$ cat config.mk
export PLATFORM = sky130hd
export DESIGN_NAME = dbd_dram_block
export DESIGN_NICKNAME = d
export VERILOG_FILES = /design/src/design/dbd_dram_block.v
export VERILOG_INCLUDE_DIRS = /design/src /design/src/design
export SDC_FILE = /design/constraint.sdc
export NUM_CORES = 1
export LEC_CHECK = 0
export BUFFER_PORTS_ARGS = -buffer_cell sky130_fd_sc_hd__buf_2
export CAP_MARGIN = 30
export CORE_ASPECT_RATIO = 0.5
export CORE_UTILIZATION = 60
export CTS_BUF_LIST = sky130_fd_sc_hd__clkbuf_2
export DETAILED_ROUTE_END_ITERATION = 10
export GPL_ROUTABILITY_DRIVEN = 0
export MAX_ROUTING_LAYER = met4
export PLACE_DENSITY = 0.85
export SYNTH_ARGS = -nofsm -noshare
export SYNTH_HDL_FRONTEND = slang
export SYNTH_SLANG_ARGS = --single-unit
export TNS_END_PERCENT = 30
$ cat constraint.sdc
create_clock -name clk_in -period 18.5 [get_ports clk_in]
set_clock_uncertainty 0.1 [all_clocks]
set_input_delay 0.925 -clock clk_in [delete_from_list [all_inputs] [get_ports clk_in]]
set_output_delay 0.925 -clock clk_in [all_outputs]
set_load 0.005 [all_outputs]
$ cat src/design/dbd_regs.vh
`ifndef DBD_REGS_VH
`define DBD_REGS_VH
// Register indexes on the plain register port.
`define DBD_ADDR_W 4
`define DBD_IDX_BASE0 4'h0
`define DBD_IDX_MASK0 4'h1
`define DBD_IDX_CTRL0 4'h2
`define DBD_IDX_BASE1 4'h3
`define DBD_IDX_MASK1 4'h4
`define DBD_IDX_CTRL1 4'h5
`define DBD_IDX_STAT 4'h6
`define DBD_IDX_IMSK 4'h7
// Mask register fields.
`define DBD_BAM_HI 31
`define DBD_BAM_LO 18
`define DBD_WP_BIT 8
`define DBD_AM_HI 6
`define DBD_AM_LO 1
`define DBD_V_BIT 0
`define DBD_MASK_WMASK 32'hfffc017f
`define DBD_MASK_RST 32'h00000000
// Control register fields.
`define DBD_RCD_BIT 0
`define DBD_EARLY_PRECHARGE_SELECT_BIT 1
`define DBD_CAS_HI 3
`define DBD_CAS_LO 2
`define DBD_SDRAM_BIT 4
`define DBD_CTRL_WMASK 32'h0000001f
`define DBD_CTRL_RST 32'h00000000
// Status bits.
`define DBD_ST_DONE 0
`define DBD_ST_WPERR 1
`define DBD_ST_MISS 2
`define DBD_ST_W 3
// Access type codes for mask bits 1..6; only those for bits 1 and 6 are defined.
`define DBD_AT_UD 3'h1
`define DBD_AT_CI 3'h6
`endif

$ cat src/design/dbd_dram_block.v
// Our own choices: the address map and the strobed register port.
`timescale 1ns/1ps
`default_nettype none
`include "dbd_regs.vh"
module dbd_dram_block (
  // Clock, reset, enable.
  input wire clk_in,
  input wire rst_in,
  input wire ce_in,
  // Register port.
  input wire [`DBD_ADDR_W-1:0] reg_addr_in,
  input wire [31:0] reg_wdata_in,
  input wire reg_wr_in,
  input wire reg_rd_in,
  output reg [31:0] reg_rdata_out,
  // Internal bus request.
  input wire acc_start_in,
  input wire [31:0] acc_addr_in,
  input wire acc_write_in,
  input wire [2:0] acc_type_in,
  input wire [31:0] acc_wdata_in,
  output reg acc_done_out,
  output reg acc_miss_out,
  output reg acc_addr_exc_out,
  output reg [31:0] acc_rdata_out,
  // DRAM pins.
  output reg [25:0] dram_addr_out,
  output reg ras_n_out_0,
  output reg ras_n_out_1,
  output reg cas_n_out,
  output reg dram_we_n_out,
  output reg sdram_sel_out,
  input wire [31:0] dram_data_in,
  output reg [31:0] dram_data_out,
  output reg dram_data_oe_out,
  // Interrupt.
  output reg irq_out
);
  localparam S_IDLE = 5'h01;
  localparam S_ROW = 5'h02;
  localparam S_DLY = 5'h04;
  localparam S_CAS = 5'h08;
  localparam S_END = 5'h10;

  reg [31:0] base_ff [0:1];
  reg [31:0] mask_ff [0:1];
  reg [31:0] ctrl_ff [0:1];
  reg [3:0] stat_ff;
  reg [3:0] imsk_ff;
  reg [4:0] state_ff;
  reg blk_ff;
  reg [1:0] cnt_ff;
  reg [31:0] addr_ff;
  reg write_ff;
  reg [31:0] d_sync1_ff;
  reg [31:0] d_sync2_ff;
  reg ras_rise_ff;
  wire [1:0] hit;
  reg [3:0] ev;
  reg [31:0] rd_val;
  wire [1:0] cas_len;
  wire row_column_delay;
  wire early_precharge_select;
  integer i;

  genvar g;
  generate
    for (g = 0; g < 2; g = g + 1) begin : g_hit
      assign hit[g] = mask_ff[g][`DBD_V_BIT] &
        ~mask_ff[g][acc_type_in] &
        (((acc_addr_in[31:18] ^ base_ff[g][31:18]) & ~mask_ff[g][`DBD_BAM_HI:`DBD_BAM_LO]) == 14'h0000);
    end
  endgenerate

  assign cas_len = ctrl_ff[blk_ff][`DBD_CAS_HI:`DBD_CAS_LO];
  assign row_column_delay = ctrl_ff[blk_ff][`DBD_RCD_BIT];
  assign early_precharge_select = ctrl_ff[blk_ff][`DBD_EARLY_PRECHARGE_SELECT_BIT];

  function [25:0] col_addr;
    input [31:0] a;
    begin
      col_addr = a[25:0];
      col_addr[15:9] = {a[2], a[3], a[4], a[5], a[6], a[7], a[8]};
      col_addr[17] = a[16];
      col_addr[19] = a[18];
      col_addr[21] = a[20];
      col_addr[23] = a[22];
      col_addr[25] = a[24];
    end
  endfunction

  always @* begin
    rd_val = 32'h00000000;
    case (reg_addr_in)
      `DBD_IDX_BASE0: rd_val = base_ff[0];
      `DBD_IDX_MASK0: rd_val = mask_ff[0];
      `DBD_IDX_CTRL0: rd_val = ctrl_ff[0];
      `DBD_IDX_BASE1: rd_val = base_ff[1];
      `DBD_IDX_MASK1: rd_val = mask_ff[1];
      `DBD_IDX_CTRL1: rd_val = ctrl_ff[1];
      `DBD_IDX_STAT: rd_val = {28'h0000000, stat_ff};
      `DBD_IDX_IMSK: rd_val = {28'h0000000, imsk_ff};
      default: rd_val = 32'h00000000;
    endcase
  end

  always @* begin
    ev = 4'h0;
    ev[`DBD_ST_DONE] = (state_ff == S_END);
    ev[`DBD_ST_WPERR] = (state_ff == S_IDLE) & acc_start_in & acc_write_in & (|(hit & {mask_ff[1][`DBD_WP_BIT],
      mask_ff[0][`DBD_WP_BIT]}));
    ev[`DBD_ST_MISS] = (state_ff == S_IDLE) & acc_start_in & ~(|hit);
  end

  // Data pins come from another timing domain, so two stages precede capture.
  always @(posedge clk_in or posedge rst_in) begin
    if (rst_in) begin
      d_sync1_ff <= 32'h00000000;
      d_sync2_ff <= 32'h00000000;
    end else if (ce_in) begin
      d_sync1_ff <= dram_data_in;
      d_sync2_ff <= d_sync1_ff;
    end
  end

  // row strobe drops at the rising edge after the address; this falling-edge flag drives no pin.
  always @(negedge clk_in or posedge rst_in) begin
    if (rst_in) begin
      ras_rise_ff <= 1'b0;
    end else if (ce_in) begin
      ras_rise_ff <= (state_ff == S_ROW);
    end
  end

  always @(posedge clk_in or posedge rst_in) begin
    if (rst_in) begin
      for (i = 0; i < 2; i = i + 1) begin
        base_ff[i] <= 32'h00000000;
        mask_ff[i] <= `DBD_MASK_RST;
        ctrl_ff[i] <= `DBD_CTRL_RST;
      end
      stat_ff <= 4'h0;
      imsk_ff <= 4'h0;
      state_ff <= S_IDLE;
      blk_ff <= 1'b0;
      cnt_ff <= 2'h0;
      addr_ff <= 32'h00000000;
      write_ff <= 1'b0;
      reg_rdata_out <= 32'h00000000;
      acc_done_out <= 1'b0;
      acc_miss_out <= 1'b0;
      acc_addr_exc_out <= 1'b0;
      acc_rdata_out <= 32'h00000000;
      dram_addr_out <= 26'h0000000;
      ras_n_out_0 <= 1'b1;
      ras_n_out_1 <= 1'b1;
      cas_n_out <= 1'b1;
      dram_we_n_out <= 1'b1;
      sdram_sel_out <= 1'b0;
      dram_data_out <= 32'h00000000;
      dram_data_oe_out <= 1'b0;
      irq_out <= 1'b0;
    end else if (ce_in) begin
      reg_rdata_out <= reg_rd_in ? rd_val : 32'h00000000;
      if (reg_wr_in) begin
        case (reg_addr_in)
          `DBD_IDX_BASE0: base_ff[0] <= reg_wdata_in & 32'hfffc0000;
          `DBD_IDX_MASK0: mask_ff[0] <= reg_wdata_in & `DBD_MASK_WMASK;
          `DBD_IDX_CTRL0: ctrl_ff[0] <= reg_wdata_in & `DBD_CTRL_WMASK;
          `DBD_IDX_BASE1: base_ff[1] <= reg_wdata_in & 32'hfffc0000;
          `DBD_IDX_MASK1: mask_ff[1] <= reg_wdata_in & `DBD_MASK_WMASK;
          `DBD_IDX_CTRL1: ctrl_ff[1] <= reg_wdata_in & `DBD_CTRL_WMASK;
          `DBD_IDX_IMSK: imsk_ff <= reg_wdata_in[3:0];
          default: ;
        endcase
      end
      // A new event wins over a write-one clear in the same cycle.
      stat_ff <= (stat_ff & ~((reg_wr_in && reg_addr_in == `DBD_IDX_STAT) ? reg_wdata_in[3:0] : 4'h0)) | ev;
      irq_out <= |(stat_ff & imsk_ff);
      acc_done_out <= 1'b0;
      acc_miss_out <= 1'b0;
      acc_addr_exc_out <= 1'b0;
      case (state_ff)
        S_IDLE: begin
          if (acc_start_in) begin
            if (|hit) begin
              blk_ff <= hit[1] & ~hit[0];
              if (acc_write_in & mask_ff[hit[0] ? 0 : 1][`DBD_WP_BIT]) begin
                acc_addr_exc_out <= 1'b1;
                acc_miss_out <= 1'b1;
              end else begin
                addr_ff <= acc_addr_in;
                write_ff <= acc_write_in;
                dram_addr_out <= acc_addr_in[25:0];
                dram_we_n_out <= ~acc_write_in;
                dram_data_out <= acc_wdata_in;
                dram_data_oe_out <= acc_write_in;
                sdram_sel_out <= ctrl_ff[hit[0] ? 0 : 1][`DBD_SDRAM_BIT];
                state_ff <= S_ROW;
              end
            end else begin
              acc_miss_out <= 1'b1;
            end
          end
        end
        S_ROW: begin
          if (blk_ff) ras_n_out_1 <= 1'b0;
          else ras_n_out_0 <= 1'b0;
          if (row_column_delay) begin
            state_ff <= S_DLY;
          end else begin
            dram_addr_out <= col_addr(addr_ff);
            state_ff <= S_CAS;
          end
          cnt_ff <= cas_len;
        end
        S_DLY: begin
          dram_addr_out <= col_addr(addr_ff);
          state_ff <= S_CAS;
        end
        S_CAS: begin
          cas_n_out <= 1'b0;
          if (cnt_ff != 2'h0) begin
            cnt_ff <= cnt_ff - 2'h1;
          end else begin
            if (early_precharge_select) begin
              ras_n_out_0 <= 1'b1;
              ras_n_out_1 <= 1'b1;
            end
            state_ff <= S_END;
          end
        end
        S_END: begin
          // capture on last edge.
          // The two pin stages delay the bus, so with a CAS field of 2 or 3 the word seen here was sampled while the strobe was low.
          if (!write_ff) acc_rdata_out <= d_sync2_ff;
          cas_n_out <= 1'b1;
          ras_n_out_0 <= 1'b1;
          ras_n_out_1 <= 1'b1;
          dram_data_oe_out <= 1'b0;
          dram_we_n_out <= 1'b1;
          acc_done_out <= 1'b1;
          state_ff <= S_IDLE;
        end
        default: state_ff <= S_IDLE;
      endcase
    end
  end
endmodule // dbd_dram_block
`default_nettype wire

==> run metrics, run 1 <==
Ys Warns 0; status complete, no violations; area growth from synthesis to layout 16.3%; RSZ-0062 raised after global routing false; PortBufs 253; async set or reset register ratio after synthesis 1.00; Max VDD drop 0.0635 mV; via count 9112; Die Area 22500 um^2; number of global-route vias before repair 9422; setup_tns 0 ns; NetSw 0.000405 W; Cell Area, Placed 14600 um^2; Resized cells post-CTS 0; worst hold path class primary input to register; Avg Inst Size Synth 13.3 um^2; Cell Int Power 0.000990 W; number of synthesized flops with an enable pin 0; H-tree depth 3; Gate Count Post-Synth 986; post-synthesis sequential area ratio 0.570; Arr. time, crit path 4.15 ns; clock root cell clkbuf_2; clk slew on worst S/H paths 0.12 ns; Final WS setup 14.89 ns; Total Nets Final 1411; min-delay src acc_wdata_in[30]; Synth Flop Type dfrtp_1; leakage 7.86 nW; Setup Crit Path Kind register to register; TritonCTS clock tree yes; Net Sw Frac 0.290; Reg-to-Reg Start state_ff[1]; DP HPWL 20.5 mm; antenna-violating nets left 0; power density cells 91.3 nW/um^2; Crit. End Element register; Seq pwr share 0.561; Routed wire per std cell 18.9 um; via/cell ratio 5.67; Post-CTS Setup Repair Bufs 0; Max Clock Freq 0.277 GHz; post-layout minimum cycle time 3.61 ns; clk_lat worst skew 0.82 ns; CP Launch Point state_ff[1]; Cell Rows 37; fin util 0.727; CP required 19.05 ns; First-pass DRT Iterations 5; 1st-iter DRT viols 627; initial antenna violation count 3; fraction of layout cells with a size suffix above 1 0.489; Final Setup Violations 0; clock network power share 0.278; die height 107 um; first-pass GRT wire length 48.3 mm; clk sinks 299; CP startpoint kind register; CP max FO 27; initial core utilization 0.625; Bufs on Longest Clock Path 3; Unique masters post-synth 61; routed wire length 30.5 mm; GRT Util Overall 0.284; post-route clock period utilization 0.195; Tightest Pin Transition 1.05 ns; I/O Pins 274; register bit total from synthesis 299; Max Cap Violations 0; Remaining DRCs 0; Max-slew headroom 0.293; mapped cell area 13100 um^2; CTS Buf Count 66; fin. max-slew vios 0; Comb power frac 0.161; width of the die 211 um; residual overflow from global routing 0; cell area after layout 15300 um^2; worst slack at placement 14.06 ns; Core Box Area 21000 um^2; final hold violation count 0; pin count of the biggest net entering global routing 148
[layout make-up]
type / count / area [um^2]
Sequential cell: 299 / 7490
Tap cell: 292 / 365
Timing Repair Buffer: 268 / 1470
Fill cell: 1444 / 5740
Multi-Input combinational cell: 622 / 5350
Clock inverter: 16 / 60.1
Inverter: 11 / 48.8
Clock buffer: 97 / 485
Antenna cell: 3 / 7.51
[synth_stat cells (13+ instances only)]
| library cell | count | share of area |
|---|---|---|
| clkbuf_1 | 36 | 0.010 |
| mux2_2 | 238 | 0.20 |
| o21ai_0 | 14 | 0.0053 |
| a21oi_1 | 14 | 0.0053 |
| dfrtp_1 | 294 | 0.56 |
| a22o_1 | 18 | 0.012 |
| nand2_1 | 88 | 0.025 |
| nor2_1 | 21 | 0.0060 |
| mux2_1 | 18 | 0.015 |
| xnor2_1 | 31 | 0.021 |
| a22oi_1 | 22 | 0.013 |
| mux2_4 | 20 | 0.023 |
| o2bb2ai_1 | 22 | 0.015 |
| o22ai_1 | 13 | 0.0062 |
[logic make-up after synthesis]
kind of cell / after synthesis / synth area share
other cells: 1 / 0.000285
xor+xnor: 31 / 0.0207
compound gates: 131 / 0.0733
mux: 286 / 0.250
fa+ha+maj: 1 / 0.000952
buf+inv: 74 / 0.0267
flops: 299 / 0.570
simple gates: 163 / 0.0585
[through the flow]
stage	instances	hold WS [ns]	total power, W
after floorplan	995	0.332	0.000934
after global placement	1486	0.346	0.00100
after detailed placement	1486	0.352	0.00102
after CTS	1599	0.150	0.00141
after global routing	1608	0.149	0.00147
final	1608	0.232	0.00140
[cell usage in the layout, fill, tap and decap left out, types with 3 or more instances in the layout]
cell       instances
buf_4              9
conb_1            10
a31oi_1            5
o22ai_1           13
nand3b_1           3
mux2_1            18
diode_2            3
dfstp_2            5
inv_1              9
nor4_1             4
buf_16             4
nand2_1           88
nor2b_1            8
o21a_1             4
and3_1             5
mux2i_1           10
mux2_2           238
dfrtp_1          294
clkbuf_2          97
a21oi_1           14
a22oi_1           22
buf_2            253
a22o_1            18
o2bb2ai_1         22
xnor2_1           31
mux2_4            20
or3b_2             3
o21ai_0           14
nand3_1           11
nor2_1            21
clkinv_1          15
a21boi_0           3
[sequential cells by signal, indices dropped and copies added, names as in the netlist, 5 cells and up]
signal	count
acc_rdata_out	32
ctrl_ff	10
dram_addr_out	26
base_ff	28
d_sync1_ff	32
reg_rdata_out	22
mask_ff	44
state_ff	5
addr_ff	14
dram_data_out	32
d_sync2_ff	32
[power by group through the flow]
stage	registers, W	logic, W	clock network, W
floorplan	0.000779	0.000155	0
global placement	0.000787	0.000213	0
detailed placement	0.000794	0.000222	0
CTS	0.000781	0.000223	0.000402
global route	0.000792	0.000247	0.000431
finish	0.000782	0.000225	0.000388
[per-layer routing]
metal | up-vias | share of wire | global-route usage
li1 | 4127 | - | -
met1 | 4570 | 0.43 | 0.367
met2 | 354 | 0.48 | 0.439
met3 | 61 | 0.075 | 0.0721
met4 | 0 | 0.022 | 0.107
met5 | - | 0 | -
[final timing paths]
path	cells past startpoint	slack, ns	to
hold / removal	2	0.23	dram_data_out[30]
min in group asynchronous	3	0.47	base_ff[63]
setup / recovery	5	14.89	dram_addr_out[13]
max in group asynchronous	6	16.38	dram_data_out[5]
setup reg to reg	5	14.89	dram_addr_out[13]
hold reg to reg	1	0.37	cnt_ff[0]
[what timing repair did]
item | in CTS | in global routing
endpoints found under the setup margin | 0 | 0
endpoints found under the hold margin | 0 | 15
hold buffers | 0 | 1
[worst max-delay path, stage by stage, from the launching register on]
cell and delay [ns]:
dfrtp_1 0.52, xnor2_1 0.21, or4_1 0.87, a21oi_1 0.34
nand4_2 0.77, mux2_1 0.62
Power figures use the tool's default switching activity.
==> inputs of run 2 (changes only) <==
Settings changed: CORE_UTILIZATION 60 to 51, PLACE_DENSITY 0.85 to 0.77.
Clock period 18.5 ns to 3.1 ns, I/O delays scaled along.
==> run 2 against run 1 <==
Via count is 16% higher. Core utilization is 1.0 points lower. Critical endpoint is now dram_addr_out[25]. Wire length is 25% higher.
==> run metrics, run 2 (synthesized netlist as in run 1, its figures left out) <==
initial antenna violation count 2 (-1); power density cells 496 nW/um^2 (+440%); GRT Util Overall 0.299 (+0.0150); met3 GRT Util 0.0755 (+0.00349); die height 116 um (+8.3%); fin. max-slew vios 0 (unchanged); Post-Place Cells 1554 (+4.6%); Die Area 26500 um^2 (+17%); Largest Register mask_ff; post-layout minimum cycle time 2.94 ns (-0.663 ns); Crit. End Element register; clk slew on worst S/H paths 0.12 ns (about the same); DP HPWL 21.5 mm (+4.9%); First-pass DRT Iterations 5 (unchanged); pin count of the biggest net entering global routing 95 (-36%); Final Setup Violations 0 (unchanged); GRT met1 Usage 0.332 (-0.0355); post-route clock period utilization 0.949 (+0.754); commonest non-fill, non-tap cell in the layout dfrtp_1; busiest grt layer met2; area growth from synthesis to layout 37.6%; Cell Area, Placed 14900 um^2 (+1.9%); number of global-route vias before repair 11400 (+21%); I/O Pins 274 (unchanged); clk sinks 299 (unchanged); Max Cap Violations 0 (unchanged); worst hold path class primary input to register; leakage 9.04 nW (+15%); 1st-iter DRT viols 642 (+2.4%); RSZ-0062 raised after global routing false; Total Nets Final 1687 (+20%); first-pass GRT wire length 59.7 mm (+23%); PortBufs 253 (unchanged); met2 GRT Util 0.510 (+0.0710); Core Box Area 25200 um^2 (+20%); Max VDD drop 0.475 mV (+650%); fraction of layout cells with a size suffix above 1 0.419 (-0.0701); Remaining DRCs 0 (unchanged); Layout Cells excl Fill 1936 (+20%); Bufs on Longest Clock Path 3 (unchanged); Tightest Pin Transition 0.901 ns (-0.153 ns); CP required 3.80 ns (-15.25 ns); Max-slew headroom 0.394 (+0.102); post-layout total power 0.00897 W (+540%); clk_lat worst skew 0.92 ns (+0.10 ns); setup_tns 0 ns (unchanged); worst hold path depth 9 (+7); routed wire length 38.1 mm (+25%); width of the die 229 um (+8.4%); via/cell ratio 5.44 (-4.0%); status complete, no violations; antenna-violating nets left 0 (unchanged); most frequent cells in the layout 294 x dfrtp_1, 260 x dlygate4sd3_1, 252 x buf_2; Max Clock Freq 0.340 GHz (+23%); via count 10500 (+16%); final hold violation count 0 (unchanged); Setup Crit Path Kind register to register; clock root cell clkbuf_2; Arr. time, crit path 3.64 ns (-0.51 ns); cell area after layout 18100 um^2 (+18%); register-to-register setup slack 0.16 ns (-14.74 ns); H-tree depth 3 (unchanged); CP max FO 26 (-3.7%); Cell Rows 41 (+11%); fin util 0.717 (-0.0102); residual overflow from global routing 0 (unchanged); Routed wire per std cell 19.7 um (+3.9%); TritonCTS clock tree yes; CTS Buf Count 70 (+6.1%); CP startpoint kind register; max reg flops 44 (unchanged); initial core utilization 0.521 (-0.105); Reg2Reg Depth 10 (+5)
==> run 2: changes by cell type in the layout (fill, tap and decap cells not counted), sizes merged, moves of 5 or more <==
cell	delta
clkbuf	+7
buf	+13
dlygate4sd3	+259
clkinv	-5
==> run 2: final timing paths <==
check	from	to
min	acc_addr_in[30]	state_ff[1]
min in group asynchronous	rst_in	base_ff[21]
max	base_ff[21]	dram_addr_out[25]
min reg2reg	d_sync1_ff[28]	d_sync2_ff[28]
max reg2reg	base_ff[21]	dram_addr_out[25]
max in group asynchronous	rst_in	d_sync2_ff[5]
==> run 2: through the flow <==
step	setup WS [ns]	hold slack, ns
after floorplan	-1.12	0.157
after global routing	0.0142	0.0208
after global placement	0.378	0.0615
final	0.157	0.0924
after CTS	0.114	0.000774
after detailed placement	0.295	0.0760
==> run 2: layout make-up <==
class / instances / area (um^2)
inverter: 11 / 45.0
sequential: 299 / 7490
clock inverter: 14 / 78.8
timing repair buffer: 540 / 4170
fill: 1663 / 7150
tap: 344 / 430
antenna: 2 / 5.00
clock buffer: 104 / 520
multi-input combinational: 622 / 5350
==> run 2: routing by layer <==
layer,up-vias,part of all wire
met5,-,0
met4,0,0.043
met3,142,0.062
met2,420,0.51
met1,5279,0.39
li1,4689,-
==> run 2: worst max-delay path: stages (launching register included) <==
cell and delay (ns):
dfrtp_1 0.44, xnor2_1 0.14, o22ai_1 0.23, nor2_1 0.10, dlygate4sd3_1 0.57, nand3_1 0.14, buf_4 0.14, nand3_1 0.15
nand4_2 0.20, buf_12 0.21, mux2_2 0.37
==> run 2: timing repair <==
item                       CTS  global route
hold buffers               260             0
buffers inserted             0             2
hold endpoints to repair   540             0
gates resized for setup      0             1
setup endpoints to repair    0            23
==> run 2: where the power goes <==
group	total (W)	switching [W]	leakage (nW)	internal, W
clock	0.00258	0.00162	0.477	0.000964
sequential	0.00469	0.000342	3.89	0.00435
combinational	0.00170	0.000723	4.68	0.000981
total	0.00897	0.00268	9.04	0.00629
==> inputs of run 3 (changes only) <==
Settings changed: MAX_ROUTING_LAYER met4 to not set, TNS_END_PERCENT 30 to 50.
==> run 3 against run 2 <==
Flip-flop and latch count stayed put. Worst hold slack worse by 0.017 ns. Cell area stayed put. Maximum frequency hardly changed. Power hardly changed. Combinational power hardly changed. Worst setup slack better by 0.0011 ns. Clock-buffer cell count stayed put. Via count is 0.67% higher. Die area stayed put.
==> run metrics, run 3 (synthesized netlist as in run 1, its figures left out) <==
Cell Rows 41 (unchanged); Largest Register mask_ff; CP max FO 21 (-19%); CP required 3.80 ns (about the same); max reg flops 44 (unchanged); leakage 9.04 nW (unchanged); Tightest Pin Transition 0.898 ns (-0.00364 ns); first-pass GRT wire length 59.7 mm (about the same); fraction of layout cells with a size suffix above 1 0.419 (unchanged); Post-Place Cells 1554 (unchanged); residual overflow from global routing 0 (unchanged); area growth from synthesis to layout 37.6% (unchanged); Routed wire per std cell 19.7 um (about the same); pin count of the biggest net entering global routing 95 (unchanged); Final WS setup 0.158 ns (+0.00108 ns); width of the die 229 um (unchanged); Bufs on Longest Clock Path 3 (unchanged); TritonCTS clock tree yes; cells along the critical path xnor2_1 -> o22ai_1 -> nor2_1 -> dlygate4sd3_1 -> nand3_1 -> o21ai_2 -> and3_4 -> buf_12 -> mux2_2; via count 10600 (+0.67%); power density cells 496 nW/um^2 (about the same); commonest non-fill, non-tap cell in the layout dfrtp_1; PortBufs 253 (unchanged); clk_lat worst skew 0.93 ns (about the same); initial core utilization 0.521 (unchanged); CP startpoint kind register; CP delay by family, top buffers and inverters; CTS Buf Count 70 (unchanged); Bufs and invs on worst path 2 (-1); post-route clock period utilization 0.949 (about the same); 1st-iter DRT viols 702 (+9.3%); Die Area 26500 um^2 (unchanged); First-pass DRT Iterations 5 (unchanged); clock root cell clkbuf_2; Max Cap Violations 0 (unchanged); status complete, no violations; RSZ-0062 raised after global routing false; worst hold path class primary input to register; Crit path largest cell delay 0.57 ns (about the same); GRT Util Overall 0.290 (-0.00948); Max-slew headroom 0.397 (+0.00245); Remaining DRCs 0 (unchanged); most frequent cells in the layout 294 x dfrtp_1, 260 x dlygate4sd3_1, 252 x buf_2; DP HPWL 21.5 mm (unchanged); worst slack at placement 0.295 ns (unchanged); fin. max-slew vios 0 (unchanged); post-layout total power 0.00898 W (about the same); Total Nets Final 1687 (unchanged); via/cell ratio 5.48 (+0.67%); clk sinks 299 (unchanged); initial antenna violation count 2 (unchanged); Setup Crit Path Kind register to register; Final Setup Violations 0 (unchanged); antenna-violating nets left 0 (unchanged); Max VDD drop 0.478 mV (+0.59%); die height 116 um (unchanged); Layout Cells excl Fill 1936 (unchanged); Crit. End Element register; Core Box Area 25200 um^2 (unchanged); I/O Pins 274 (unchanged); clk slew on worst S/H paths 0.12 ns (about the same); routed wire length 38.1 mm (about the same); fin util 0.717 (unchanged); final hold violation count 0 (unchanged); Max Clock Freq 0.340 GHz (about the same); Arr. time, crit path 3.64 ns (about the same); H-tree depth 3 (unchanged); slowest CP cell dlygate4sd3_1; number of global-route vias before repair 11400 (-0.27%); post-layout minimum cycle time 2.94 ns (-0.00108 ns)
## run 3: worst paths after layout
kind	from	end	slack, ns	cells past startpoint
setup / recovery	base_ff[21]	dram_data_out[21]	0.16	9
hold / removal	acc_addr_in[30]	state_ff[1]	0.08	9
setup reg to reg	base_ff[21]	dram_data_out[21]	0.16	9
hold reg to reg	d_sync1_ff[28]	d_sync2_ff[28]	0.37	1
min in group asynchronous	rst_in	base_ff[21]	0.27	4
max in group asynchronous	rst_in	d_sync2_ff[5]	1.78	5
## run 3: metrics by stage
step	hold WS, ns	setup TNS, ns	area [um^2]
final	0.0754	0	18100
after global routing	0.0157	0	18100
after CTS	0.000774	0	18100
after detailed placement	0.0760	0	14900
after global placement	0.0615	0	14800
after floorplan	0.157	-330.75	13200
## run 3: per-layer routing
layer / vias up / share of wire / global-route usage
li1: 4688 / - / -
met1: 5303 / 0.39 / 0.333
met2: 463 / 0.51 / 0.509
met3: 147 / 0.061 / 0.0738
met4: 0 / 0.043 / 0.152
met5: - / 0 / 0
## run 3: repair_timing
item,in CTS,in global routing
gates resized for setup,0,1
setup buffers,0,2
setup endpoints to repair,0,20
hold buffers,260,0
hold endpoints to repair,540,0
## run 3: area by class of cell
| cell class | instances | area [um^2] |
|---|---|---|
| Antenna cell | 2 | 5.00 |
| Sequential cell | 299 | 7490 |
| Fill cell | 1663 | 7150 |
| Multi-Input combinational cell | 622 | 5350 |
| Tap cell | 344 | 430 |
| Clock inverter | 14 | 78.8 |
| Timing Repair Buffer | 540 | 4170 |
| Clock buffer | 104 | 520 |
| Inverter | 11 | 45.0 |
## run 3: tightest hold or removal path, cell delays in order
cell and delay, ns:
buf_2 0.11, xnor2_1 0.07, o22ai_1 0.13, nor4_1 0.11, buf_4 0.15, nand3_2 0.09
o21ai_2 0.08, a31oi_1 0.13, a21oi_1 0.05
## run 3: power by group
group / internal [W] / switching, W / leakage (nW)
combinational: 0.000981 / 0.000724 / 4.68
clock: 0.000964 / 0.00162 / 0.477
sequential: 0.00435 / 0.000342 / 3.89
